===== src/pkg/ipv_pkg.sv =====
// constants and timing for the interrupt poll and vector sequencer
package ipv_pkg;
  localparam int unsigned CLK_HZ = 20000000;
  localparam int unsigned CLKS_PER_STATE = 2;
  localparam int unsigned POLL_STATES = 4;
  localparam int unsigned LONGEST_INSTR_STATES = 21;
  localparam logic [1:0] SAMPLE_STATE = 2'h0;
  localparam logic [1:0] POLL_STATE = 2'h1;
  localparam int unsigned NEXT = 3;
  localparam int unsigned NINT = 5;
  localparam int unsigned NSRC = 8;
  localparam int unsigned NLVL = 4;
  localparam logic [2:0] EXT_IDLE = 3'h3;
  localparam logic [5:0] SWITCH_STATES = 6'h0b;
  localparam logic [5:0] EXT_EXEC_ST = 6'h02;
  localparam logic [5:0] PAGE_ST = 6'h01;
  localparam logic [5:0] FAR_ISR_ST = 6'h08;
  localparam logic [5:0] STACK_NEAR_ST = 6'h04;
  localparam logic [5:0] STACK_FAR_ST = 6'h08;
  localparam logic [2:0] PUSH_SHORT = 3'h2;
  localparam logic [2:0] PUSH_LONG = 3'h4;
  localparam logic [23:0] VEC_BASE = 24'hff0003;
  localparam logic [2:0] VEC_STRIDE_LSB = 3'h0;
  typedef enum logic [1:0] {S_IDLE, S_REQ, S_SWITCH} ipv_state_t;
endpackage


===== src/core/ipv_sync.sv =====
`timescale 1ns/1ps
// two-flop synchroniser for the external request pins
module ipv_sync #(
  parameter int unsigned W = 3,
  parameter logic [W-1:0] RST_VAL = '0
)
(
  input wire logic i_sys_clk,
  input wire logic i_rst_b,
  input wire logic [W-1:0] i_pin,
  output logic [W-1:0] o_sync
);
  genvar g;
  // each bit gets its own pair of flops; the first is read only by the second
  generate
    for (g = 0; g < W; g++)
    begin : g_bit
      logic meta_r;
      logic sync_r;
      always_ff @(posedge i_sys_clk)
      begin
        if (!i_rst_b)
        begin
          meta_r <= RST_VAL[g];
          sync_r <= RST_VAL[g];
        end
        else
        begin
          meta_r <= i_pin[g];
          sync_r <= meta_r;
        end
      end
      assign o_sync[g] = sync_r;
    end
  endgenerate
endmodule


===== src/core/ipv_core.sv =====
`timescale 1ns/1ps
// interrupt sampling, polling, arbitration and vector cycle sequencer
module ipv_core
(
  input wire logic i_sys_clk,
  input wire logic i_rst_b,
  input wire logic i_ext_irq_zero_n,
  input wire logic i_ext_irq_one_n,
  input wire logic i_timer_two_ext_trigger,
  input wire logic [ipv_pkg::NINT-1:0] i_int_req,
  input wire logic [ipv_pkg::NSRC-1:0] i_irq_enable_reg,
  input wire logic [ipv_pkg::NSRC-1:0] i_irq_priority_high_reg,
  input wire logic [ipv_pkg::NSRC-1:0] i_irq_priority_low_reg,
  input wire logic i_instr_last_state,
  input wire logic i_instr_blocking,
  input wire logic i_return_from_interrupt,
  input wire logic i_irq_stack_mode_bit,
  input wire logic [23:0] i_pc,
  input wire logic [7:0] i_second_status_byte,
  input wire logic i_ext_exec,
  input wire logic i_page_mode,
  input wire logic i_isr_far,
  input wire logic i_ext_stack,
  input wire logic i_ext_stack_far,
  input wire logic [3:0] i_wait_states,
  output logic o_switch_req,
  output logic o_vector_busy,
  output logic o_push_strobe,
  output logic [7:0] o_push_byte,
  output logic o_pc_load,
  output logic [23:0] o_pc_new,
  output logic [ipv_pkg::NLVL-1:0] o_level_active
);
  // pick the winning pending source: {found, index, level}
  function automatic logic [5:0] pick(input logic [7:0] pend, input logic [7:0] hi,
    input logic [7:0] lo);
    logic [5:0] r;
    r = 6'h00;
    for (int i = ipv_pkg::NSRC - 1; i >= 0; i--)
    begin
      if (pend[i] && (!r[5] || {hi[i], lo[i]} >= r[1:0]))
        r = {1'b1, 3'(i), hi[i], lo[i]};
    end
    pick = r;
  endfunction

  // highest level now in service: {any, level}
  function automatic logic [2:0] top_lvl(input logic [3:0] act);
    top_lvl = 3'h0;
    for (int l = 0; l < ipv_pkg::NLVL; l++)
    begin
      if (act[l])
        top_lvl = {1'b1, 2'(l)};
    end
  endfunction

  // byte pushed in a given slot of the vector cycle
  function automatic logic [7:0] push_sel(input logic [2:0] n, input logic lng,
    input logic [23:0] pc, input logic [7:0] psw);
    logic [2:0] k;
    k = lng ? n : n + 3'h2;
    unique case (k)
      3'h0: push_sel = psw;
      3'h1: push_sel = pc[23:16];
      3'h2: push_sel = pc[7:0];
      default: push_sel = pc[15:8];
    endcase
  endfunction

  logic ph_r;
  logic [1:0] st_r;
  logic [2:0] ext_s;
  logic [2:0] ext_lat_r;
  ipv_pkg::ipv_state_t state_r;
  ipv_pkg::ipv_state_t state_nxt;
  logic [5:0] cnt_r;
  logic [5:0] cnt_nxt;
  logic [5:0] sw_len_r;
  logic [2:0] win_idx_r;
  logic [1:0] win_lvl_r;
  logic stk_long_r;
  logic [23:0] pc_cap_r;
  logic [7:0] psw_cap_r;
  logic [3:0] act_r;
  logic switch_req_r;
  logic busy_r;
  logic push_strobe_r;
  logic [7:0] push_byte_r;
  logic pc_load_r;
  logic [23:0] pc_new_r;

  // pins cross into the clock domain before anything looks at them
  ipv_sync #(
    .W(ipv_pkg::NEXT),
    .RST_VAL(ipv_pkg::EXT_IDLE)
  ) u_pin_sync (
    .i_sys_clk(i_sys_clk),
    .i_rst_b(i_rst_b),
    .i_pin({i_timer_two_ext_trigger, i_ext_irq_one_n, i_ext_irq_zero_n}),
    .o_sync(ext_s)
  );

  // state phase and sample window decode
  wire state_end = ph_r;
  wire sample_pt = (st_r == ipv_pkg::SAMPLE_STATE) && !ph_r;
  wire poll_pt = (st_r == ipv_pkg::POLL_STATE) && ph_r;
  wire [2:0] ext_req = {ext_s[2], ~ext_s[1], ~ext_s[0]};

  // internal sources are read live at the poll, pins from the earlier latch
  wire [7:0] pend = {i_int_req, ext_lat_r} & i_irq_enable_reg;
  wire [5:0] win = pick(pend, i_irq_priority_high_reg, i_irq_priority_low_reg);
  wire [2:0] top = top_lvl(act_r);
  wire lvl_blk = top[2] && (win[1:0] <= top[1:0]);
  wire instr_blk = !i_instr_last_state || i_instr_blocking;
  wire go = poll_pt && win[5] && !lvl_blk && !instr_blk && (state_r == ipv_pkg::S_IDLE);

  // switch length grows with the memory conditions of this vector
  wire [5:0] sw_len = ipv_pkg::SWITCH_STATES
    + (i_ext_exec ? ipv_pkg::EXT_EXEC_ST : 6'h00)
    + (i_page_mode ? ipv_pkg::PAGE_ST : 6'h00)
    + (i_isr_far ? ipv_pkg::FAR_ISR_ST : 6'h00)
    + (i_ext_stack ? (i_ext_stack_far ? ipv_pkg::STACK_FAR_ST : ipv_pkg::STACK_NEAR_ST)
      : 6'h00)
    + {2'h0, i_wait_states};

  // push and reload slot decode
  wire [2:0] push_n = stk_long_r ? ipv_pkg::PUSH_LONG : ipv_pkg::PUSH_SHORT;
  wire in_sw = (state_r == ipv_pkg::S_SWITCH);
  wire last_sw = in_sw && (cnt_r == sw_len_r - 6'h01);
  wire push_now = in_sw && !ph_r && (cnt_r < {3'h0, push_n});
  wire load_now = last_sw && !ph_r;
  wire [7:0] push_val = push_sel(cnt_r[2:0], stk_long_r, pc_cap_r, psw_cap_r);
  wire [23:0] vec_addr = ipv_pkg::VEC_BASE + 24'({win_idx_r, ipv_pkg::VEC_STRIDE_LSB});

  // level bookkeeping: set on vector, clear top level on return, set wins
  wire [3:0] set_mask = go ? (4'h1 << win[1:0]) : 4'h0;
  wire [3:0] clr_mask = (i_return_from_interrupt && top[2]) ? (4'h1 << top[1:0]) : 4'h0;
  wire [3:0] act_nxt = (act_r & ~clr_mask) | set_mask;

  // free-running phase and four-state counter
  always_ff @(posedge i_sys_clk)
  begin
    if (!i_rst_b)
    begin
      ph_r <= 1'b0;
      st_r <= 2'h0;
    end
    else
    begin
      ph_r <= ~ph_r;
      st_r <= state_end ? st_r + 2'h1 : st_r;
    end
  end

  // pins are latched only at the sample point
  always_ff @(posedge i_sys_clk)
  begin
    if (!i_rst_b)
      ext_lat_r <= 3'h0;
    else if (sample_pt)
      ext_lat_r <= ext_req;
  end

  // sequencer next state
  always_comb
  begin
    state_nxt = state_r;
    cnt_nxt = cnt_r;
    unique case (state_r)
      ipv_pkg::S_IDLE:
      begin
        if (go)
          state_nxt = ipv_pkg::S_REQ;
      end
      ipv_pkg::S_REQ:
      begin
        if (state_end)
        begin
          state_nxt = ipv_pkg::S_SWITCH;
          cnt_nxt = 6'h00;
        end
      end
      ipv_pkg::S_SWITCH:
      begin
        if (state_end)
        begin
          cnt_nxt = cnt_r + 6'h01;
          if (last_sw)
            state_nxt = ipv_pkg::S_IDLE;
        end
      end
      default:
        state_nxt = ipv_pkg::S_IDLE;
    endcase
  end

  // sequencer state
  always_ff @(posedge i_sys_clk)
  begin
    if (!i_rst_b)
    begin
      state_r <= ipv_pkg::S_IDLE;
      cnt_r <= 6'h00;
    end
    else
    begin
      state_r <= state_nxt;
      cnt_r <= cnt_nxt;
    end
  end

  // vector context captured at the winning poll
  always_ff @(posedge i_sys_clk)
  begin
    if (!i_rst_b)
    begin
      sw_len_r <= ipv_pkg::SWITCH_STATES;
      win_idx_r <= 3'h0;
      win_lvl_r <= 2'h0;
      stk_long_r <= 1'b0;
      pc_cap_r <= 24'h000000;
      psw_cap_r <= 8'h00;
    end
    else if (go)
    begin
      sw_len_r <= sw_len;
      win_idx_r <= win[4:2];
      win_lvl_r <= win[1:0];
      stk_long_r <= i_irq_stack_mode_bit;
      pc_cap_r <= i_pc;
      psw_cap_r <= i_second_status_byte;
    end
  end

  // registered outputs
  always_ff @(posedge i_sys_clk)
  begin
    if (!i_rst_b)
    begin
      act_r <= 4'h0;
      switch_req_r <= 1'b0;
      busy_r <= 1'b0;
      push_strobe_r <= 1'b0;
      push_byte_r <= 8'h00;
      pc_load_r <= 1'b0;
      pc_new_r <= 24'h000000;
    end
    else
    begin
      act_r <= act_nxt;
      switch_req_r <= (state_nxt == ipv_pkg::S_REQ);
      busy_r <= (state_nxt != ipv_pkg::S_IDLE);
      push_strobe_r <= push_now;
      push_byte_r <= push_now ? push_val : push_byte_r;
      pc_load_r <= load_now;
      pc_new_r <= load_now ? vec_addr : pc_new_r;
    end
  end

  assign o_switch_req = switch_req_r;
  assign o_vector_busy = busy_r;
  assign o_push_strobe = push_strobe_r;
  assign o_push_byte = push_byte_r;
  assign o_pc_load = pc_load_r;
  assign o_pc_new = pc_new_r;
  assign o_level_active = act_r;
endmodule


===== config.mk =====
export PLATFORM = sky130hd
export DESIGN_NAME = ipv_core
export DESIGN_NICKNAME = d
export VERILOG_FILES = /design/src/pkg/ipv_pkg.sv /design/src/core/ipv_sync.sv /design/src/core/ipv_core.sv
export SDC_FILE = /design/constraint.sdc
export NUM_CORES = 1
export LEC_CHECK = 0
export ABC_AREA = 1
export BUFFER_PORTS_ARGS = -buffer_cell sky130_fd_sc_hd__buf_2
export CORE_MARGIN = 1.5
export CORE_UTILIZATION = 58
export CTS_CLUSTER_DIAMETER = 80
export DETAILED_ROUTE_END_ITERATION = 10
export PLACE_DENSITY = 0.82
export SYNTH_ARGS = -nofsm -noshare
export SYNTH_HDL_FRONTEND = slang
export SYNTH_HIERARCHICAL = 1
export SYNTH_SLANG_ARGS = --single-unit

===== constraint.sdc =====
create_clock -name i_sys_clk -period 13.4 [get_ports i_sys_clk]
set_input_delay 0.67 -clock i_sys_clk [delete_from_list [all_inputs] [get_ports i_sys_clk]]
set_output_delay 0.67 -clock i_sys_clk [all_outputs]
set_load 0.02 [all_outputs]

Word-level counts from Yosys, hierarchy flattened:

Cells that the tools add are included.

* add/sub/neg operators: 10
* magnitude comparators: 9
* eq/ne operators: 9
* shift-type cells: 2
* mux-type cells: 30
* bitwise logic cells: 7
* reduce and logical (&&, ||, !) cells: 44

Operators by type and width (count)
* $mux 6: 10
* $pmux 8 s3: 1
* $mux 4: 5
* $logic_and 1x1->1: 19
* $add 17x7->18 const A: 1
* $add 6x4->6: 3
* $mux 3: 6
* $ge 2x2->1: 7
* $pmux 6 s2: 1
* $logic_not 1->1: 11
* $mux 2: 5
* $and 8x8->8: 1
* $logic_or 1x1->1: 8
* $shl 1x2->4 const A: 2
* $add 5x1->6: 1
* $add 6x1->6 const B: 1
* $eq 2x1->1 const B: 3
* $eq 6x6->1: 1
* $lt 6x3->1: 1
* $pmux 2 s3: 1
* $sub 6x1->6 const B: 1
* $add 4x2->5 const A: 1
* $and 4x4->4: 1
* $logic_not 2->1: 2
* other kinds (14): 18

* bits in registers: 102
* output and inout bits: 40

Depth between registers and ports, before layout:

Gate-level depths: netlist (run 1).

* word-level depth: 39
* mapped depth: 71

Cells and area by module:

The synthesis (run 1) kept the hierarchy.

By module, submodules not included
* ipv_core: instances 1, cells an instance 618, area each 4408.0 µm²
* ipv_sync: instances 1, cells an instance 21, area each 187.7 µm²

Worst setup path before layout (run 1):

No wires, ideal clock.

* kind: input -> register
* start: input port i_int_req[4] (netlist name)
* end: register sw_len_r[5]
* arrival time: 7970 ps
* data required time: 13263 ps
* path slack: 5293 ps
* cell stages on the path: 63
* buffers on the path: 1
* cell sequence: nand2_4 > nor2_1 > inv_1 > ha_1 > nand2_1 > nand2_2 > nand2_2 > o21ai_1 > o21ai_1 > inv_2 > ha_1 > nor2_1 > o21ai_0 > inv_1 > nand2_2 > nand2_2 > nand2_1 > nand2_1 > [27 not listed] > nand2_1 > ha_1 > inv_1 > nand2_1 > a21oi_1 > a21oi_4 > inv_2 > nand3_2 > nand2_2 > ha_1 > inv_1 > nor2_1 > o21ai_0 > a21oi_1 > nand2_2 > inv_2 > clkbuf_1 > a31oi_1

* cells in the longest elaborated chain, start to end: 36
* elaborated cells between the ends (all ways): 44
* those cells by class: order compare (8); mux (8); bitwise (1); reduce/logical (27)

Ends and longest elaborated chain
* start: declaration: line ipv_core.sv:10 `input wire logic [ipv_pkg::NINT-1:0] i_int_req,`
* $and 8x8->8 (*): line ipv_core.sv:110 `wire [7:0] pend = {i_int_req, ext_lat_r} & i_irq_enable_reg;`
* $mux 6 (*): line ipv_core.sv:41 `if (pend[i] && (!r[5] || {hi[i], lo[i]} >= r[1:0]))`
* $ge 2x2->1 or $logic_not 1->1 (tied branches): line ipv_core.sv:41
* $logic_or 1x1->1: line ipv_core.sv:41
* $logic_and 1x1->1: line ipv_core.sv:41
* $mux 6 (*): line ipv_core.sv:41
* $ge 2x2->1 or $logic_not 1->1 (tied branches): line ipv_core.sv:41
* $logic_or 1x1->1: line ipv_core.sv:41
* [18 not listed]
* $ge 2x2->1 or $logic_not 1->1 (tied branches): line ipv_core.sv:41
* $logic_or 1x1->1: line ipv_core.sv:41
* $logic_and 1x1->1: line ipv_core.sv:41
* $mux 6 (*): line ipv_core.sv:41
* $le 2x2->1: line ipv_core.sv:113 `wire lvl_blk = top[2] && (win[1:0] <= top[1:0]);`
* $logic_and 1x1->1: line ipv_core.sv:113
* $logic_not 1->1: line ipv_core.sv:115 `wire go = poll_pt && win[5] && !lvl_blk && !instr_blk && (state_r == ipv_pkg::S_IDLE);`
* $logic_and 1x1->1 (*) (3 in series): line ipv_core.sv:115
* end signal: assignment: line ipv_core.sv:217 `sw_len_r <= ipv_pkg::SWITCH_STATES;`
* end signal: assignment: line ipv_core.sv:226 `sw_len_r <= sw_len;`
* end: declaration: line ipv_core.sv:78 `logic [5:0] sw_len_r;`

Every way passes the cells marked *; elsewhere a longest branch is shown, timed or not.
A chain may end at the register's enable or synchronous reset.

Final worst setup path (run 1):

* start: input port i_int_req[4] (netlist name)
* end: register win_idx_r[1]

* cells in the longest elaborated chain, start to end: 36
* elaborated cells between the ends (all ways): 44
* those cells by class: order compare (8); mux (8); bitwise (1); reduce/logical (27)

Ends and longest elaborated chain
* $and 8x8->8 (*): line ipv_core.sv:110
* $mux 6 (*): line ipv_core.sv:41
* $ge 2x2->1 or $logic_not 1->1 (tied branches): line ipv_core.sv:41
* $logic_or 1x1->1: line ipv_core.sv:41
* $logic_and 1x1->1: line ipv_core.sv:41
* $mux 6 (*): line ipv_core.sv:41
* $ge 2x2->1 or $logic_not 1->1 (tied branches): line ipv_core.sv:41
* $logic_or 1x1->1: line ipv_core.sv:41
* [18 not listed]
* $ge 2x2->1 or $logic_not 1->1 (tied branches): line ipv_core.sv:41
* $logic_or 1x1->1: line ipv_core.sv:41
* $logic_and 1x1->1: line ipv_core.sv:41
* $mux 6 (*): line ipv_core.sv:41
* $le 2x2->1: line ipv_core.sv:113
* $logic_and 1x1->1: line ipv_core.sv:113
* $logic_not 1->1: line ipv_core.sv:115
* $logic_and 1x1->1 (3 in series): line ipv_core.sv:115
* end signal: assignment: line ipv_core.sv:227 `win_idx_r <= win[4:2];`
* end: declaration: line ipv_core.sv:79 `logic [2:0] win_idx_r;`

Marked as above.

==> summary.txt, run 1 <==
GRT
  • GRT busiest layer: met2
  • Largest net degree at the start of global routing: 64
  • Vias in the first global route: 3963
  • Grt ovf: 0
  • Met2 Use GR: 0.423
  • Global-route wire length before repair: 16400 um
  • Initial antenna violation count: 0
  • All-layer global routing usage: 0.237
  • Global-route met3 utilization: 0.0489
  • Met1 GRT Util: 0.279

Min path
  • Min-delay worst type: flop to flop

Setup path
  • CP Capture Type: flop
  • Critical Path Max Stage Delay: 750 ps
  • Crit path DAT: 9920 ps
  • CP required: 13670 ps
  • Crit Path Class: input pin to flop
  • Crit start category: input pin
  • Most frequent CP cell: nand2_1
  • Slowest CP cell: inv_2
  • Crit Path Max Fanout: 44

CTS
  • Root buffer cell: clkbuf_8
  • CTS HTree Levels: 3
  • Buffer depth of the longest clock path: 2
  • Clock Latency Late Sink: 360 ps
  • CTS Buf Count: 9
  • Setup bufs post-CTS: 0
  • Cts repair resizes: 0
  • Hold Buf Count CTS: 0
  • Sink Count: 82
  • Worst-path clk slew: 80 ps
  • TritonCTS clock tree: built

Placement
  • Cells after DPL: 819
  • Placer Congestion: 0.948
  • I/O Buffers: 107
  • DP HPWL: 7420 um
  • Post-Place Worst Slack: 3410 ps

Route
  • Post-route ant nets: 0
  • Vias: 4274
  • 1st-iter DRT viols: 176
  • Vias per cell: 5.12
  • WL/cell: 11.6 um
  • First-pass DRT Iterations: 5
  • DRC: 0
  • Final wirelength: 9700 um

Floorplan
  • IO Pins: 119
  • Initial Util: 0.598
  • Chip Height: 92.0 um
  • Die W: 92.0 um
  • Die ar.: 0.00847 mm^2
  • Placeable Area: 0.00769 mm^2
  • FP Rows: 32

Layout
  • N_diodes: 0
  • Area Growth Syn to Fin: 14.5%
  • Fill cell count: 691
  • Nets: 840
  • Commonest non-fill, non-tap cell in the layout: buf_2
  • Number of non-filler instances in the completed layout: 835
  • Fin util: 0.685
  • Share of cells above drive strength 1: 0.217
  • Most frequent cells in the layout: buf_2, nand2_1, nor2_1

Power
  • PwrDens: 99.1 mW/mm^2
  • Max IR drop VDD: 0.0586 mV
  • Pleak: 2.63 nW

Yosys
  • Distinct cells, synth: 41
  • Seq/Total Area, Yosys: 0.357
  • Synth async-reset ratio: 0
  • Cell area after synthesis: 0.00460 mm^2
  • Post-synth top flop: dfxtp_1
  • Synthesized area per cell: 7.19 um^2
  • Synthesized instance count: 639
  • EDFF count, synth: 0
  • Ys Warns: 6
  • Synthesis-stage register bit count: 82

Run
  • MaxCap Viol Count: 0

STA
  • Clk_skew: 13.9 ps
  • Rel. slew slack: 0.391
  • Slew @ Worst Pin: 913 ps
  • F_max: 104 MHz
  • Final worst setup slack: 3740 ps
  • Final setup TNS: 0 ps
  • Final hold slack: 405 ps
  • Fin crit share: 0.721
  • Final setup vio count: 0
  • Slew Viols, Final: 0
  • Hold Vio Cnt, Final: 0
  • Crit path time final: 9660 ps
  • RSZ-0062 raised after global routing: no

Outcome
  • Status: finished, final reports clean
[kinds of logic (layout without fill, tap and decap cells)]
kind of cell,Yosys count,in the layout,synth area share
AOI/OAI and AO/OA,127,127,0.155
xor gates and xnor gates,7,7,0.0133
adders and majority gates,33,33,0.0931
muxes,1,1,0.00218
DFF,82,82,0.357
buffers and inverters,124,208,0.121
and+or+nand+nor,264,264,0.258
other,1,11,0.000816
[path summary, 6_finish.rpt]
path / start / end / slack (ps) / cells after the start
max: i_int_req[4] / win_idx_r[1] / 3740 / 65
min: u_pin_sync/g_bit[1].meta_r / u_pin_sync/g_bit[1].sync_r / 410 / 2
max reg2reg: ext_lat_r[2] / win_idx_r[1] / 8280 / 31
min reg2reg: u_pin_sync/g_bit[1].meta_r / u_pin_sync/g_bit[1].sync_r / 410 / 2
[cells in the mapped netlist (7+ instances only)]
cell type,count,area share
nand2_1,95,0.078
nand3_2,8,0.017
o21ai_1,7,0.0076
inv_1,75,0.061
inv_2,9,0.0074
nor2_1,94,0.077
clkbuf_1,14,0.011
buf_4,23,0.038
a22o_1,8,0.015
ha_1,31,0.084
nand2_2,9,0.012
a31oi_1,9,0.012
nand3_1,33,0.036
o21ai_0,59,0.064
a21oi_1,34,0.037
dfxtp_1,82,0.36
[per-stage QoR]
| stage | power (W) | area (um^2) |
|---|---|---|
| 3_3_place_gp | 0.000341 | 5060 |
| 2_1_floorplan | 0.000321 | 4630 |
| 5_1_grt | 0.000549 | 5260 |
| 3_5_place_dp | 0.000345 | 5060 |
| 6_report | 0.000522 | 5260 |
| 4_1_cts | 0.000523 | 5260 |
[metal layers]
metal	vias up	wire length (um)
met5	-	0
met4	0	168
met3	20	409
met2	106	4800
met1	1925	4330
li1	2223	-
[cell type report]
class | instances | area (um^2) | area share
Sequential cell | 82 | 1640 | 0.312
Clock buffer | 9 | 124 | 0.0235
Multi-Input combinational cell | 443 | 2440 | 0.463
Tap cell | 102 | 128 | 0.0243
Timing Repair Buffer | 107 | 536 | 0.102
Inverter | 85 | 319 | 0.0606
Clock inverter | 7 | 77.6 | 0.0147
[state kept, by name, indices dropped and copies added (netlist names), 2 cells and up]
| signal | cells |
|---|---|
| pc_cap_r | 24 |
| o_push_byte | 8 |
| psw_cap_r | 8 |
| cnt_r | 6 |
| sw_len_r | 6 |
| o_level_active | 4 |
| o_pc_new | 4 |
| ext_lat_r | 3 |
| u_pin_sync/g_bit.meta_r | 3 |
| u_pin_sync/g_bit.sync_r | 3 |
| win_idx_r | 3 |
| st_r | 2 |
| state_r | 2 |
[where the power goes]
| group | internal [W] | switching, W | leakage [nW] |
|---|---|---|---|
| Sequential | 0.000248 | 0.00000248 | 0.664 |
| Clock | 0.0000877 | 0.0000941 | 0.100 |
| Combinational | 0.0000345 | 0.0000544 | 1.86 |
| Total | 0.000371 | 0.000151 | 2.63 |
[critical path: cells and delay by family]
kind / cells / cell delay [ps]
adder cells (fa/ha/maj): 8 / 2050
AO/OA/AOI/OAI: 11 / 1610
AND/OR/NAND/NOR: 35 / 3900
buffers and inverters: 11 / 1680
Power figures use the tool's default switching activity.
==> run 2, diff against run 1 <==
Settings changed: CORE_UTILIZATION 58 to 48, PLACE_DENSITY 0.82 to 0.72.
Clock period 13.4 ns to 8.05 ns, I/O delays scaled along.
==> run 2 against run 1 <==
Compared with the run above: cell area rose by 14%; critical path depth fell by 1; via count rose by 5.5%; die area rose by 20%; core utilization fell by 3.3 points; critical path type unchanged; largest power group unchanged; highest routed layer unchanged.
==> summary.txt, run 2 (synthesized netlist as in run 1, its figures left out) <==
Outcome
  • Status: finished, final reports clean

Layout
  • Nets: 870
  • Finished layout cell area: 0.00602 mm^2
  • Share of cells above drive strength 1: 0.320
  • Commonest non-fill, non-tap cell in the layout: buf_2
  • Fill cell count: 791
  • N_diodes: 0
  • Fin util: 0.651
  • Area Growth Syn to Fin: 31.0%
  • Most frequent cells in the layout: buf_2, nor2_1, dfxtp_1
  • Reg with most FFs: pc_cap_r
  • Max FFs per register: 24

CTS
  • TritonCTS clock tree: built
  • Hold Buf Count CTS: 0
  • CTS Buf Count: 9
  • Root buffer cell: clkbuf_8
  • CTS HTree Levels: 3
  • Buffer depth of the longest clock path: 2
  • Sink Count: 82
  • Worst-path clk slew: 90 ps
  • Clock Latency Late Sink: 360 ps

STA
  • Final setup vio count: 0
  • F_max: 128 MHz
  • Slew Viols, Final: 0
  • Hold Vio Cnt, Final: 0
  • Crit path time final: 7800 ps
  • Fin crit share: 0.969
  • Clk_skew: 13.5 ps
  • Final worst setup slack: 253 ps
  • Slew @ Worst Pin: 1020 ps
  • Rel. slew slack: 0.321

GRT
  • Global-route wire length before repair: 16900 um
  • Largest net degree at the start of global routing: 64
  • Vias in the first global route: 3907
  • Initial antenna violation count: 0
  • All-layer global routing usage: 0.205
  • Grt ovf: 0

Route
  • DRC: 0
  • 1st-iter DRT viols: 173
  • Vias: 4510
  • Vias per cell: 5.06
  • Post-route ant nets: 0
  • WL/cell: 13.1 um
  • Routed wl met2: 5880 um
  • Final wirelength: 11700 um
  • Met1 wire length: 5000 um
  • Met3 WL: 536 um
  • Top layer in use: met4
  • First-pass DRT Iterations: 5

Placement
  • Post-Place Worst Slack: -444 ps
  • Dpl cell area: 0.00521 mm^2
  • I/O Buffers: 107
  • Placer Congestion: 0.912
  • DP HPWL: 7720 um

Power
  • Sw power: 0.000270 W
  • Clock power frac: 0.329
  • Max IR drop VDD: 0.142 mV
  • Power, Total: 0.000922 W
  • Comb power frac: 0.217
  • Pint: 0.000652 W
  • Pleak: 2.87 nW
  • PwrDens: 153 mW/mm^2
  • Sequential power share: 0.454
  • Switch share: 0.293

Floorplan
  • Placeable Area: 0.00924 mm^2
  • Die ar.: 0.0102 mm^2
  • Die W: 101 um
  • FP Rows: 35
  • Chip Height: 101 um
  • IO Pins: 119
  • Initial Util: 0.497

Run
  • MaxCap Viol Count: 0

Setup path
  • Top delay family on crit path: simple AND/OR/NAND/NOR gates
  • R2R setup slack: 4040 ps
  • Slowest CP cell: or3_1
  • Critical Path Max Stage Delay: 380 ps
  • Crit Path Max Fanout: 6
  • Most frequent CP cell: nand2_2
  • CP required: 8300 ps
  • Crit Path Class: input pin to flop
  • CP Capture Type: flop
  • Buf/Inv on CP: 12
  • Crit path DAT: 8050 ps
  • Crit start category: input pin

Min path
  • Min-delay worst type: input pin to flop
## run 2: cell count changes in the layout (fill, tap and decap cells not counted), sizes merged
cell      delta
inv          -1
buf         +25
clkinvlp     +2
clkinv       -2
clkbuf       +6
## run 2: cell type report
type,count,area [um^2],area share
clock buffers,11,141,0.0235
flip-flops and latches,82,1640,0.273
clock inverters,5,61.3,0.0102
repair buffers,136,907,0.151
multi-input cells,443,2770,0.461
well taps,129,161,0.0268
inverters,85,329,0.0547
repair inverters,1,5.00,0.000831
## run 2: power by group through the flow
stage	registers, W	logic (W)	clock network [W]
after global placement	0.000427	0.000147	0
after floorplan	0.000427	0.000106	0
after CTS	0.000418	0.000156	0.000308
after global routing	0.000419	0.000223	0.000325
after detailed placement	0.000428	0.000154	0
final	0.000418	0.000200	0.000303
## run 2: metrics by stage
step           cells  TNS (ps)  hold slack, ps
2_1_floorplan    649         0             380
3_3_place_gp     858         0             382
3_5_place_dp     858    -17390             394
4_1_cts          874         0             197
5_1_grt          892     -4890             206
6_report         892         0             206
## run 2: tightest hold or removal path, stage by stage
cell	delay, ps
buf_2	70
inv_1	30
nand2_1	40
## run 2: final timing paths
check | cells past startpoint | to | start
min reg2reg | 2 | u_pin_sync/g_bit[0].sync_r | u_pin_sync/g_bit[0].meta_r
max reg2reg | 29 | psw_cap_r[1] | ext_lat_r[2]
min | 3 | u_pin_sync/g_bit[0].meta_r | i_ext_irq_zero_n
max | 64 | psw_cap_r[1] | i_irq_enable_reg[7]
## run 2: per-layer routing
layer | track usage | up-vias
met4 | 0.0607 | 0
li1 | - | 2289
met2 | 0.362 | 133
met3 | 0.0361 | 28
met5 | 0 | -
met1 | 0.255 | 2060
## run 2: what timing repair did
action                     in CTS  in global routing
hold endpoints to repair        0                  0
setup endpoints to repair      26                 49
pin swaps                       0                 49
buffers inserted                0                 10
resized for setup               3                 99
gates cloned                    0                  8
